<file path="src/inc/paso_consts.svh">
// constants for the pipelined sample output block
`ifndef PASO_CONSTS_SVH
`define PASO_CONSTS_SVH
`define PASO_WORD_W        8
`define PASO_STAGES        8
`define PASO_LATENCY       5
`define PASO_FIFO_DEPTH    16
`define PASO_CODE_MAX      8'hff
`define PASO_CODE_MIN      8'h00
`define PASO_MIN_CLK_NS    50
`define PASO_MCLK_NS       25
`define PASO_MIN_CLK_CYC   ((`PASO_MIN_CLK_NS + `PASO_MCLK_NS - 1) / `PASO_MCLK_NS)
`endif

</file>
<file path="src/inc/paso_pkg.sv">
// types of the pipelined sample output block
package paso_pkg;
    typedef enum logic [1:0] {PASO_RUN, PASO_DOWN} paso_mode_t;
    typedef struct packed {
        logic [7:0] code;
        logic       fault;
    } paso_word_t;
endpackage

</file>
<file path="src/inc/paso_fifo_if.sv">
// carrier between the converter core and its output buffer
`timescale 1ns/1ps
`default_nettype none
interface paso_fifo_if #(parameter int W = 9);
    logic [W-1:0] wdata;
    logic         wvalid;
    logic         wready;
    logic [W-1:0] rdata;
    logic         rvalid;
    logic         rready;
    modport fifo (input wdata, input wvalid, output wready, output rdata, output rvalid, input rready);
    modport core (output wdata, output wvalid, input wready, input rdata, input rvalid, output rready);
endinterface
`default_nettype wire

</file>
<file path="src/hdl/paso_core.sv">
// converter digital side: sample capture, stage pipe, correction, output
`timescale 1ns/1ps
`default_nettype none
`include "paso_consts.svh"
//
// Contract
// - word leaves on an 8-bit bus, msb on the highest line
// - sampling switches closed and tracking while the sample clock is high
// - each falling sample clock edge captures one sample and starts its conversion
// - eight stages each resolve one bit and pass the doubled residue on
// - stage decisions merged by error correction before forming the word
// - word appears five sample clocks after its falling edge
// - at or above positive full scale: flag high, all data bits high
// - below negative full scale: flag high, all data bits low
// - in-range conversion keeps the flag low
// - power_down_n low means shutdown; high for normal conversion
// - straight binary: all ones at +1 V, all zeros at -1 V
//
module paso_core
    import paso_pkg::*;
#(
    parameter int WORD_W  = `PASO_WORD_W,
    parameter int LATENCY = `PASO_LATENCY
) (
    input  wire logic              mclk_in,
    input  wire logic              rst_n_in,
    input  wire logic              sample_clk_in,
    input  wire logic              power_down_n_in,
    input  wire logic signed [9:0] analog_in,
    output logic                   track_out,
    output logic [WORD_W-1:0]      sample_word_bits_out,
    output logic                   range_fault_flag_out,
    output logic                   word_strobe_out
);
    // ****************************************
    // state
    // ****************************************
    // analog_in: signed residue scale, +-256 is +-1 V full scale
    typedef struct packed {
        logic                   clk_d;
        logic                   track;
        paso_mode_t             mode;
        logic [4:0][10:0]       held;
        logic [4:0][7:0]        raw;
        logic [4:0]             vld;
        logic [WORD_W-1:0]      word;
        logic                   fault;
        logic                   strobe;
        // falls since wake, saturating; lets the latency check count apart from the shift chain
        logic [2:0]             falls_seen;
    } paso_st_t;
    paso_st_t s;
    paso_st_t next_s;
    paso_fifo_if #(.W(WORD_W + 1)) q ();
    paso_fifo #(.W(WORD_W + 1), .DEPTH(`PASO_FIFO_DEPTH)) u_fifo (
        .mclk_in  (mclk_in),
        .rst_n_in (rst_n_in),
        .f        (q)
    );
    logic fall;
    assign fall = s.clk_d && !sample_clk_in;
    // ****************************************
    // stage model and correction
    // ****************************************
    // redundant 1.5-bit decisions let a small comparator error be absorbed
    function automatic logic [7:0] paso_convert(input logic signed [10:0] v);
        logic signed [11:0] r;
        logic signed [10:0] acc;
        r   = {v[10], v};
        acc = '0;
        for (int i = 0; i < `PASO_STAGES; i++)
        begin
            acc = acc <<< 1;
            if (r >= 12'sd64)
            begin
                acc = acc + 11'sd1;
                r   = (r - 12'sd128) <<< 1;
            end
            else if (r < -12'sd64)
            begin
                acc = acc - 11'sd1;
                r   = (r + 12'sd128) <<< 1;
            end
            else
                r = r <<< 1;
        end
        acc = (acc + 11'sd256) >>> 1; // offset binary, halved onto the 8-bit span
        if (acc > 11'sd255)
            acc = 11'sd255;
        else if (acc < 11'sd0)
            acc = 11'sd0;
        return acc[7:0];
    endfunction
    // ****************************************
    // next state
    // ****************************************
    always_comb
    begin
        next_s        = s;
        next_s.clk_d  = sample_clk_in;
        next_s.strobe = 1'b0;
        next_s.mode   = power_down_n_in ? PASO_RUN : PASO_DOWN;
        next_s.track  = power_down_n_in && sample_clk_in;
        if (!power_down_n_in)
        begin
            next_s.vld        = '0; // shutdown drops the samples in flight
            next_s.falls_seen = '0;
        end
        else if (fall)
        begin
            if (s.falls_seen != 3'(LATENCY))
                next_s.falls_seen = s.falls_seen + 3'h1;
            for (int k = 4; k > 0; k--)
            begin
                next_s.held[k] = s.held[k-1];
                next_s.raw[k]  = s.raw[k-1];
                next_s.vld[k]  = s.vld[k-1];
            end
            next_s.held[0] = {analog_in[9], analog_in};
            next_s.raw[0]  = paso_convert({analog_in[9], analog_in});
            next_s.vld[0]  = 1'b1;
        end
        if (q.rvalid)
        begin
            {next_s.fault, next_s.word} = q.rdata;
            next_s.strobe = 1'b1;
        end
    end
    // fifth edge after capture pushes the finished word; buffer never fills at one word per edge
    assign q.wvalid = fall && power_down_n_in && s.vld[LATENCY-1];
    assign q.rready = 1'b1;
    always_comb
    begin
        logic signed [10:0] h;
        h = s.held[LATENCY-1];
        if (h >= 11'sd256)
            q.wdata = {1'b1, `PASO_CODE_MAX};
        else if (h < -11'sd256)
            q.wdata = {1'b1, `PASO_CODE_MIN};
        else
            q.wdata = {1'b0, s.raw[LATENCY-1]};
    end
    always_ff @(posedge mclk_in or negedge rst_n_in)
    begin
        if (!rst_n_in)
            s <= '0;
        else
            s <= next_s;
    end
    assign track_out            = s.track;
    assign sample_word_bits_out = s.word;
    assign range_fault_flag_out = s.fault;
    assign word_strobe_out      = s.strobe;
endmodule
`default_nettype wire

</file>
<file path="src/hdl/paso_fifo.sv">
// buffer of finished words between the stage pipe and the output pins
`timescale 1ns/1ps
`default_nettype none
module paso_fifo #(
    parameter int W     = 9,
    parameter int DEPTH = 16
) (
    input  wire logic mclk_in,
    input  wire logic rst_n_in,
    paso_fifo_if.fifo f
);
    localparam int AW = $clog2(DEPTH);
    typedef struct packed {
        logic [AW:0]  wp;
        logic [AW:0]  rp;
        logic [W-1:0] rdata;
        logic         rvalid;
    } paso_fq_t;
    paso_fq_t     s;
    paso_fq_t     next_s;
    logic [W-1:0] mem [DEPTH];
    logic         full;
    logic         empty;
    logic         pop;
    assign full    = (s.wp[AW] != s.rp[AW]) && (s.wp[AW-1:0] == s.rp[AW-1:0]);
    assign empty   = (s.wp == s.rp);
    assign f.wready = !full;
    assign f.rdata  = s.rdata;
    assign f.rvalid = s.rvalid;
    // read data leaves from a register, one word staged ahead
    assign pop = !empty && (!s.rvalid || f.rready);
    always_comb
    begin
        next_s = s;
        if (f.wvalid && !full)
            next_s.wp = s.wp + 1'b1;
        if (pop)
        begin
            next_s.rdata  = mem[s.rp[AW-1:0]];
            next_s.rvalid = 1'b1;
            next_s.rp     = s.rp + 1'b1;
        end
        else if (f.rready)
            next_s.rvalid = 1'b0;
    end
    always_ff @(posedge mclk_in)
    begin
        if (f.wvalid && !full)
            mem[s.wp[AW-1:0]] <= f.wdata;
    end
    always_ff @(posedge mclk_in or negedge rst_n_in)
    begin
        if (!rst_n_in)
            s <= '0;
        else
            s <= next_s;
    end
endmodule
`default_nettype wire

</file>
<file path="config.mk">
export PLATFORM = sky130hd
export DESIGN_NAME = paso_core
export DESIGN_NICKNAME = d
export VERILOG_FILES = /design/src/inc/paso_pkg.sv /design/src/inc/paso_fifo_if.sv /design/src/hdl/paso_core.sv /design/src/hdl/paso_fifo.sv
export VERILOG_INCLUDE_DIRS = /design/src /design/src/inc
export SDC_FILE = /design/constraint.sdc
export NUM_CORES = 1
export LEC_CHECK = 0
export ABC_CLOCK_PERIOD_IN_PS = 3800
export BUFFER_PORTS_ARGS = -buffer_cell sky130_fd_sc_hd__buf_4
export CORE_ASPECT_RATIO = 1.2
export CORE_UTILIZATION = 54
export CTS_CLUSTER_SIZE = 20
export DETAILED_ROUTE_END_ITERATION = 16
export GPL_TIMING_DRIVEN = 0
export PLACE_DENSITY = 0.73
export SLEW_MARGIN = 20
export SYNTH_ARGS = -nofsm -noshare
export SYNTH_HDL_FRONTEND = slang
export SYNTH_SLANG_ARGS = --single-unit
</file>
<file path="constraint.sdc">
create_clock -name mclk_in -period 3.8 [get_ports mclk_in]
set_input_delay 0.76 -clock mclk_in [delete_from_list [all_inputs] [get_ports mclk_in]]
set_output_delay 0.76 -clock mclk_in [all_outputs]
set_load 0.1 [all_outputs]
</file>
Yosys cells after proc, flatten, opt, wreduce, memory -nomap -nowiden. Memories as Yosys holds them, arrays and structs flattened. A register that Yosys moved wholly into a read port is not among the register bits. Index checks and enable logic that the tools add are counted.

Magnitude comparators: 20. Equal/unequal tests: 4. Add/subtract/negate cells: 31. Reductions and logical operators: 11. Mux-type cells: 70.

Operator list (number): two-way mux 12 bit (28); >= comparator 12 x 8 -> 1 bit (second input constant) (7); < comparator 12 x 7 -> 1 bit (second input constant) (7); adder 11 x 9 -> 11 bit (second input constant) (6); subtractor 11 x 9 -> 11 bit (second input constant) (6); two-way mux 9 bit (6); two-way mux 8 bit (6); two-way mux 11 bit (4); two-way mux 10 bit (4); two-way mux 5 bit (6); two-way mux 7 bit (4); two-way mux 6 bit (4); two-way mux 4 bit (4); adder 10 x 9 -> 11 bit (second input constant) (1); adder 11 x 10 -> 11 bit (second input constant) (1); adder 11 x 2 -> 11 bit (second input constant) (1); subtractor 10 x 9 -> 11 bit (second input constant) (1); subtractor 11 x 2 -> 11 bit (second input constant) (1); adder 10 x 2 -> 10 bit (second input constant) (1); adder 5 x 1 -> 5 bit (second input constant) (2); >= comparator 10 bit (second input constant) (1); >= comparator 10 x 8 -> 1 bit (second input constant) (1); > comparator 10 x 9 -> 1 bit (second input constant) (1); < comparator 10 x 1 -> 1 bit (second input constant) (1); other kinds (21) (32).

Memories: 1. Output and inout bits: 11. Bits of input ports: 14. Register bits after elaboration: 118. Bits in writable memories: 144. Logic and storage cells: 156.

Memories: u_fifo.mem (words 16, bits a word 9, rd ports 1, clocked after Yosys merged registers in 1, wr ports 1, RTL line paso_fifo.sv:21) `logic [W-1:0] mem [DEPTH];`.

Logic depth before layout (Yosys ltp).
Depth after elaboration: 44. Depth in mapped cells: 41. Gate-level depth less buffers: 37.

Hierarchy. A second synthesis with hierarchy kept.

Cells, all modules: 926. Area total of the unflattened synthesis: 12330.6 um2.

By module, submodules not included: paso_fifo (area each 6822.8 um2, seq. area each 4824.6 um2, times used 1, cells an instance 355); paso_core (area each 5507.8 um2, seq. area each 1676.6 um2, times used 1, cells an instance 571).

Least setup slack after synthesis. Ideal clock, no wire load.

Path kind: input to register. From: input port analog_in[8]. To: register s[18] (netlist name). Path slack: -4237 ps. Cell stages on the path: 36. Path buffers: 5. Arrival time: 7908 ps. Required time: 3671 ps. Setup time: 129 ps. Path through: buf_2 > inv_1 > ha_1 > clkbuf_1 > mux2i_1 > o221ai_1 > o31ai_1 > mux2i_1 > o21a_1 > buf_2 > and4_1 > o22a_1 > inv_1 > ha_1 > or4_1 > o41a_1 > o211ai_1 > clkbuf_1 > nand3_1 > a32oi_2 > xnor2_1 > o21ai_0 > or3_1 > buf_6 > a31oi_2 > mux2_1 > or2_4 > and4_1 > a31oi_1 > o22ai_1 > ha_1 > xor2_1 > xnor2_1 > and2_1 > mux2i_4 > o21ai_1.

Cells in the longest elaborated chain, start to end: 44. Elaborated cells on any way between the ends: 109. Classes of those cells: add/sub (29); order compare (18); mux (62).

RTL lines: from (decl) (RTL line paso_core.sv:29) `input wire logic signed [9:0] analog_in,`; adder 10 x 9 -> 11 bit / < comparator 10 x 7 -> 1 bit (equally long branches) (RTL line paso_core.sv:82, paso_core.sv:79); two-way mux 12 bit / two-way mux 4 bit (equally long branches) (RTL line paso_core.sv:79) `else if (r < -12'sd64)`; two-way mux 12 bit / two-way mux 4 bit (equally long branches) (RTL line paso_core.sv:74) `if (r >= 12'sd64)`; two-way mux 12 bit / two-way mux 4 bit (equally long branches) (RTL line paso_core.sv:109) `else if (fall)`; two-way mux 12 bit / two-way mux 4 bit (equally long branches) (RTL line paso_core.sv:104) `if (!power_down_n_in)`; adder 11 x 9 -> 11 bit, or another cell as far along (RTL line paso_core.sv:82) `r = (r + 12'sd128) <<< 1;`; two-way mux 12 bit / two-way mux 5 bit (equally long branches) (RTL line paso_core.sv:79); two-way mux 12 bit / two-way mux 5 bit (equally long branches) (RTL line paso_core.sv:74); [... 28 more ...]; two-way mux 11 bit (RTL line paso_core.sv:79); two-way mux 11 bit * (RTL line paso_core.sv:74); two-way mux 11 bit * (RTL line paso_core.sv:109); two-way mux 11 bit * (RTL line paso_core.sv:104); adder 11 x 10 -> 11 bit * (RTL line paso_core.sv:87) `acc = (acc + 11'sd256) >>> 1;`; < comparator 10 x 1 -> 1 bit (RTL line paso_core.sv:90) `else if (acc < 11'sd0)`; two-way mux 8 bit (RTL line paso_core.sv:90); two-way mux 8 bit * (RTL line paso_core.sv:88) `if (acc > 11'sd255)`; to (signal assigned) (RTL line paso_core.sv:148) `s <= next_s;`; to (decl) (RTL line paso_core.sv:52) `paso_st_t s;`.

Mark *: on every way between the ends. The rest lies on a longest branch, timed or not. The select of a mux whose other input is x is not followed. A chain may end at the register's enable or synchronous reset.

Worst setup path after layout.
From: input port analog_in[9]. To: register s[21] (netlist name).

Cells in the longest elaborated chain, start to end: 44. Elaborated cells on any way between the ends: 109. Classes of those cells: add/sub (29); order compare (18); mux (62).

RTL lines (RTL line): adder 10 x 9 -> 11 bit / < comparator 10 x 7 -> 1 bit (equally long branches) (paso_core.sv:82, paso_core.sv:79); two-way mux 12 bit / two-way mux 4 bit (equally long branches) (paso_core.sv:79); two-way mux 12 bit / two-way mux 4 bit (equally long branches) (paso_core.sv:74); two-way mux 12 bit / two-way mux 4 bit (equally long branches) (paso_core.sv:109); two-way mux 12 bit / two-way mux 4 bit (equally long branches) (paso_core.sv:104); adder 11 x 9 -> 11 bit, or another cell as far along (paso_core.sv:82); two-way mux 12 bit / two-way mux 5 bit (equally long branches) (paso_core.sv:79); two-way mux 12 bit / two-way mux 5 bit (equally long branches) (paso_core.sv:74); [... 28 more ...]; two-way mux 11 bit (paso_core.sv:79); two-way mux 11 bit * (paso_core.sv:74); two-way mux 11 bit * (paso_core.sv:109); two-way mux 11 bit * (paso_core.sv:104); adder 11 x 10 -> 11 bit * (paso_core.sv:87); < comparator 10 x 1 -> 1 bit (paso_core.sv:90); two-way mux 8 bit (paso_core.sv:90); two-way mux 8 bit * (paso_core.sv:88).

Marks and branches as above.

==> out/results.tsv <==
stage	metric	value	unit
status	outcome	complete, but fails checks	
status	violated checks	setup timing	
setup_path	critical path required time	4.17	ns
sta	Slew @ Worst Pin	1.01	ns
detailed_routing	antenna-violating nets left	0	
floorplan	Die ar.	22200	um^2
logic_synthesis	Synth async-reset ratio	37.7	%
clock_network	CTS H-tree lvls	1	
clock_network	Clk Latency, worst-skew pair	0.49	ns
grt	GRT overflow	0	
setup_path	worst setup path start	analog_in[9]	
sta	Hold Vio Cnt, Final	0	
clock_network	root buffer cell	clkbuf_16	
detailed_routing	Routed WL per cell	20.4	um
setup_path	WS Path Type	input pin to register	
placement	routability cong.	0.907	
logic_synthesis	synth top area cells	edfxtp_1 37%, dfrtp_1 19%, mux4_2 8.7%, mux2_2 5.7%, ha_1 2.6%	
placement	placed cells	1162	
final_layout	Layout Area Growth over Synthesis	20.5	%
floorplan	Die H	163	um
power	P_leak	5.27	nW
logic_synthesis	Synth top area share	37.0	%
power	Power Density	688	nW/um^2
grt	number of global-route vias before repair	7632	
logic_synthesis	Avg Inst Size Synth	13.5	um^2
final_layout	layout cells sized above 1	35.6	%
final_layout	non-filler cells, final	1255	
sta	Finish-stage setup viols	8	
floorplan	core area	21100	um^2
setup_path	Buf/Inv on CP	8	
setup_path	CP Max Fanout	10	
setup_path	critical path's slowest cell	or4_4	
detailed_routing	DR DRC count	0	
final_layout	Finished Core Util	66.7	%
final_layout	commonest non-fill, non-tap cell in the layout	edfxtp_1	
grt	largest net degree at the start of global routing	88	
logic_synthesis	sequential-to-total area share from yosys stat	55.6	%
logic_synthesis	Post-synth EDFFs	144	
floorplan	number of cell rows	58	
setup_path	Critical Path AT	7.71	ns
detailed_routing	drt via density	6.10	
final_layout	most frequent cells in the layout	144 x edfxtp_1, 87 x dfrtp_1, 82 x buf_4	
sta	fin. max-slew vios	0	
setup_path	Max stage delay on crit path	0.58	ns
logic_synthesis	area leader, netlist	edfxtp_1	
floorplan	Initial Utilization	55.4	%
grt	global-route wire length before repair	40600	um
detailed_routing	DRT iter0 DRCs	495	
run	Max Cap Viol	0	
final_layout	diode count	0	
worst_hold_path	HP Class	input pin to asynchronous set/reset pin	
setup_path	reg2reg start	u_fifo.s[10]	
logic_synthesis	Synth Cell Area	11700	um^2
placement	port bufs	23	
sta	Tcrit/Tclk final	193	%
detailed_routing	Total Routed Length	25600	um
sta	relative slew slack	32.5	%
clock_network	TritonCTS Sinks	231	
placement	placed wire-length estimate	17100	um
setup_path	Setup crit start kind	input pin	
floorplan	num ports	25	
sta	unrepaired setup endpoints after global routing	true	
detailed_routing	vias	7650	
logic_synthesis	Synth Warn #	0	
logic_synthesis	#FFs+latches synth	231	
final_layout	Filler cells	1487	
clock_network	clock buffer depth	3	
grt	initial antenna violation count	0	
floorplan	die width	136	um
power	Peak supply drop	974	uV
logic_synthesis	post-synthesis cell count	869	
grt	Total GRT Usage	23.7	%
clock_network	Post-CTS Hold Buffers	0	
logic_synthesis	post-synth cell types	90	
sta	final worst slack	-3.54	ns
sta	Fin Setup TNS	-28.19	ns
logic_synthesis	synthesized net count	907	
detailed_routing	TritonRoute pass-1 iters	7	
clock_network	clk slew on worst S/H paths	0.06	ns
clock_network	TritonCTS clock tree	yes	
sta	Worst Skew	0.00787	ns
logic_synthesis	top_reg_cell synth	edfxtp_1	
sta	final worst path period need	7.34	ns
setup_path	CP delay by family, top	simple AND/OR/NAND/NOR gates	
clock_network	number of buffers created by CTS	20	
sta	max frequency	136	MHz
final_layout	final net count	1010	
setup_path	CP Capture Type	register	
cell usage after synthesis, drive strengths merged, types with 5 or more instances:
| library cell | instances |
|---|---|
| mux4 | 45 |
| inv | 29 |
| nand3 | 15 |
| a211oi | 9 |
| a21o | 9 |
| a211o | 6 |
| buf | 26 |
| clkbuf | 20 |
| o21a | 6 |
| a21oi | 23 |
| or4 | 5 |
| nor4 | 6 |
| nand2b | 7 |
| edfxtp | 144 |
| a31oi | 5 |
| and3 | 12 |
| nor2b | 6 |
| mux2 | 61 |
| xor2 | 17 |
| nor3 | 18 |
| o21ai | 37 |
| mux2i | 15 |
| o211ai | 7 |
| nand4 | 12 |
| xnor2 | 23 |
| dfrtp | 87 |
| nor2 | 42 |
| nand2 | 63 |
| or3 | 8 |
| o311ai | 6 |
| ha | 24 |
| and2 | 11 |
stage by stage:
stage | hold slack, ns | instance area, um^2 | power, mW | worst slack, ns
after floorplan | 0.352 | 11800 | 6.25 | -3.52
after global placement | 0.356 | 12300 | 7.06 | -4.69
after detailed placement | 0.371 | 12400 | 7.16 | -4.78
after CTS | 0.373 | 13700 | 9.51 | -3.52
after global routing | 0.361 | 14100 | 10.1 | -3.81
final | 0.290 | 14100 | 9.69 | -3.54
registers in the layout, indices dropped and copies added (netlist names):
register / cells
u_fifo.mem: 144
u_fifo.s: 10
track_out: 1
u_fifo.f.rdata: 9
sample_word_bits_out: 8
u_fifo.f.rvalid: 1
word_strobe_out: 1
s: 56
range_fault_flag_out: 1
power by group:
| group | internal (mW) | switching [mW] |
|---|---|---|
| clock network | 1.21 | 0.846 |
| registers | 3.37 | 0.216 |
| logic | 1.75 | 2.31 |
| total | 6.33 | 3.37 |
cell type report:
class / count / area, um^2 / share of cell area, %
buffer: 45 / 288 / 2.04
clock inverter: 6 / 81.3 / 0.578
sequential: 231 / 6500 / 46.2
tap: 270 / 338 / 2.40
multi-input combinational: 563 / 5520 / 39.2
inverter: 29 / 114 / 0.809
timing repair buffer: 82 / 654 / 4.65
clock buffer: 29 / 587 / 4.17
worst paths after layout:
| check | endpoint | slack [ns] | cells after the start |
|---|---|---|---|
| max | s[21] | -3.54 | 38 |
| min | sample_word_bits_out[3] | 0.29 | 1 |
| max reg2reg | u_fifo.mem[15][7] | 0.34 | 6 |
| min reg2reg | word_strobe_out | 0.38 | 0 |
| max in group asynchronous | s[89] | 2.94 | 1 |
| min in group mclk_in | word_strobe_out | 0.38 | 0 |
per-layer routing:
layer | wire length (um) | vias to the layer above | global-route usage, %
li1 | - | 3556 | -
met1 | 9490 | 3849 | 26.9
met5 | 0 | - | 0
met3 | 794 | 48 | 1.68
met2 | 14600 | 197 | 46.4
met4 | 676 | 0 | 7.32
repair_timing:
| action | 4_1_cts | 5_1_grt |
|---|---|---|
| gates resized for setup | 58 | 61 |
| gates cloned | 1 | 1 |
| buffers inserted | 40 | 17 |
| endpoints found under the setup margin | 8 | 8 |
| pin swaps | 38 | 56 |
kinds of logic after synthesis:
kind of cell | after synthesis | share of synthesized area, %
flops | 231 | 55.6
simple gates | 217 | 9.57
compound gates | 161 | 10.3
mux | 121 | 15.9
buf+inv | 75 | 2.93
xor+xnor | 40 | 3.06
fa+ha+maj | 24 | 2.57
No activity file was read; power rests on OpenSTA's default activity.
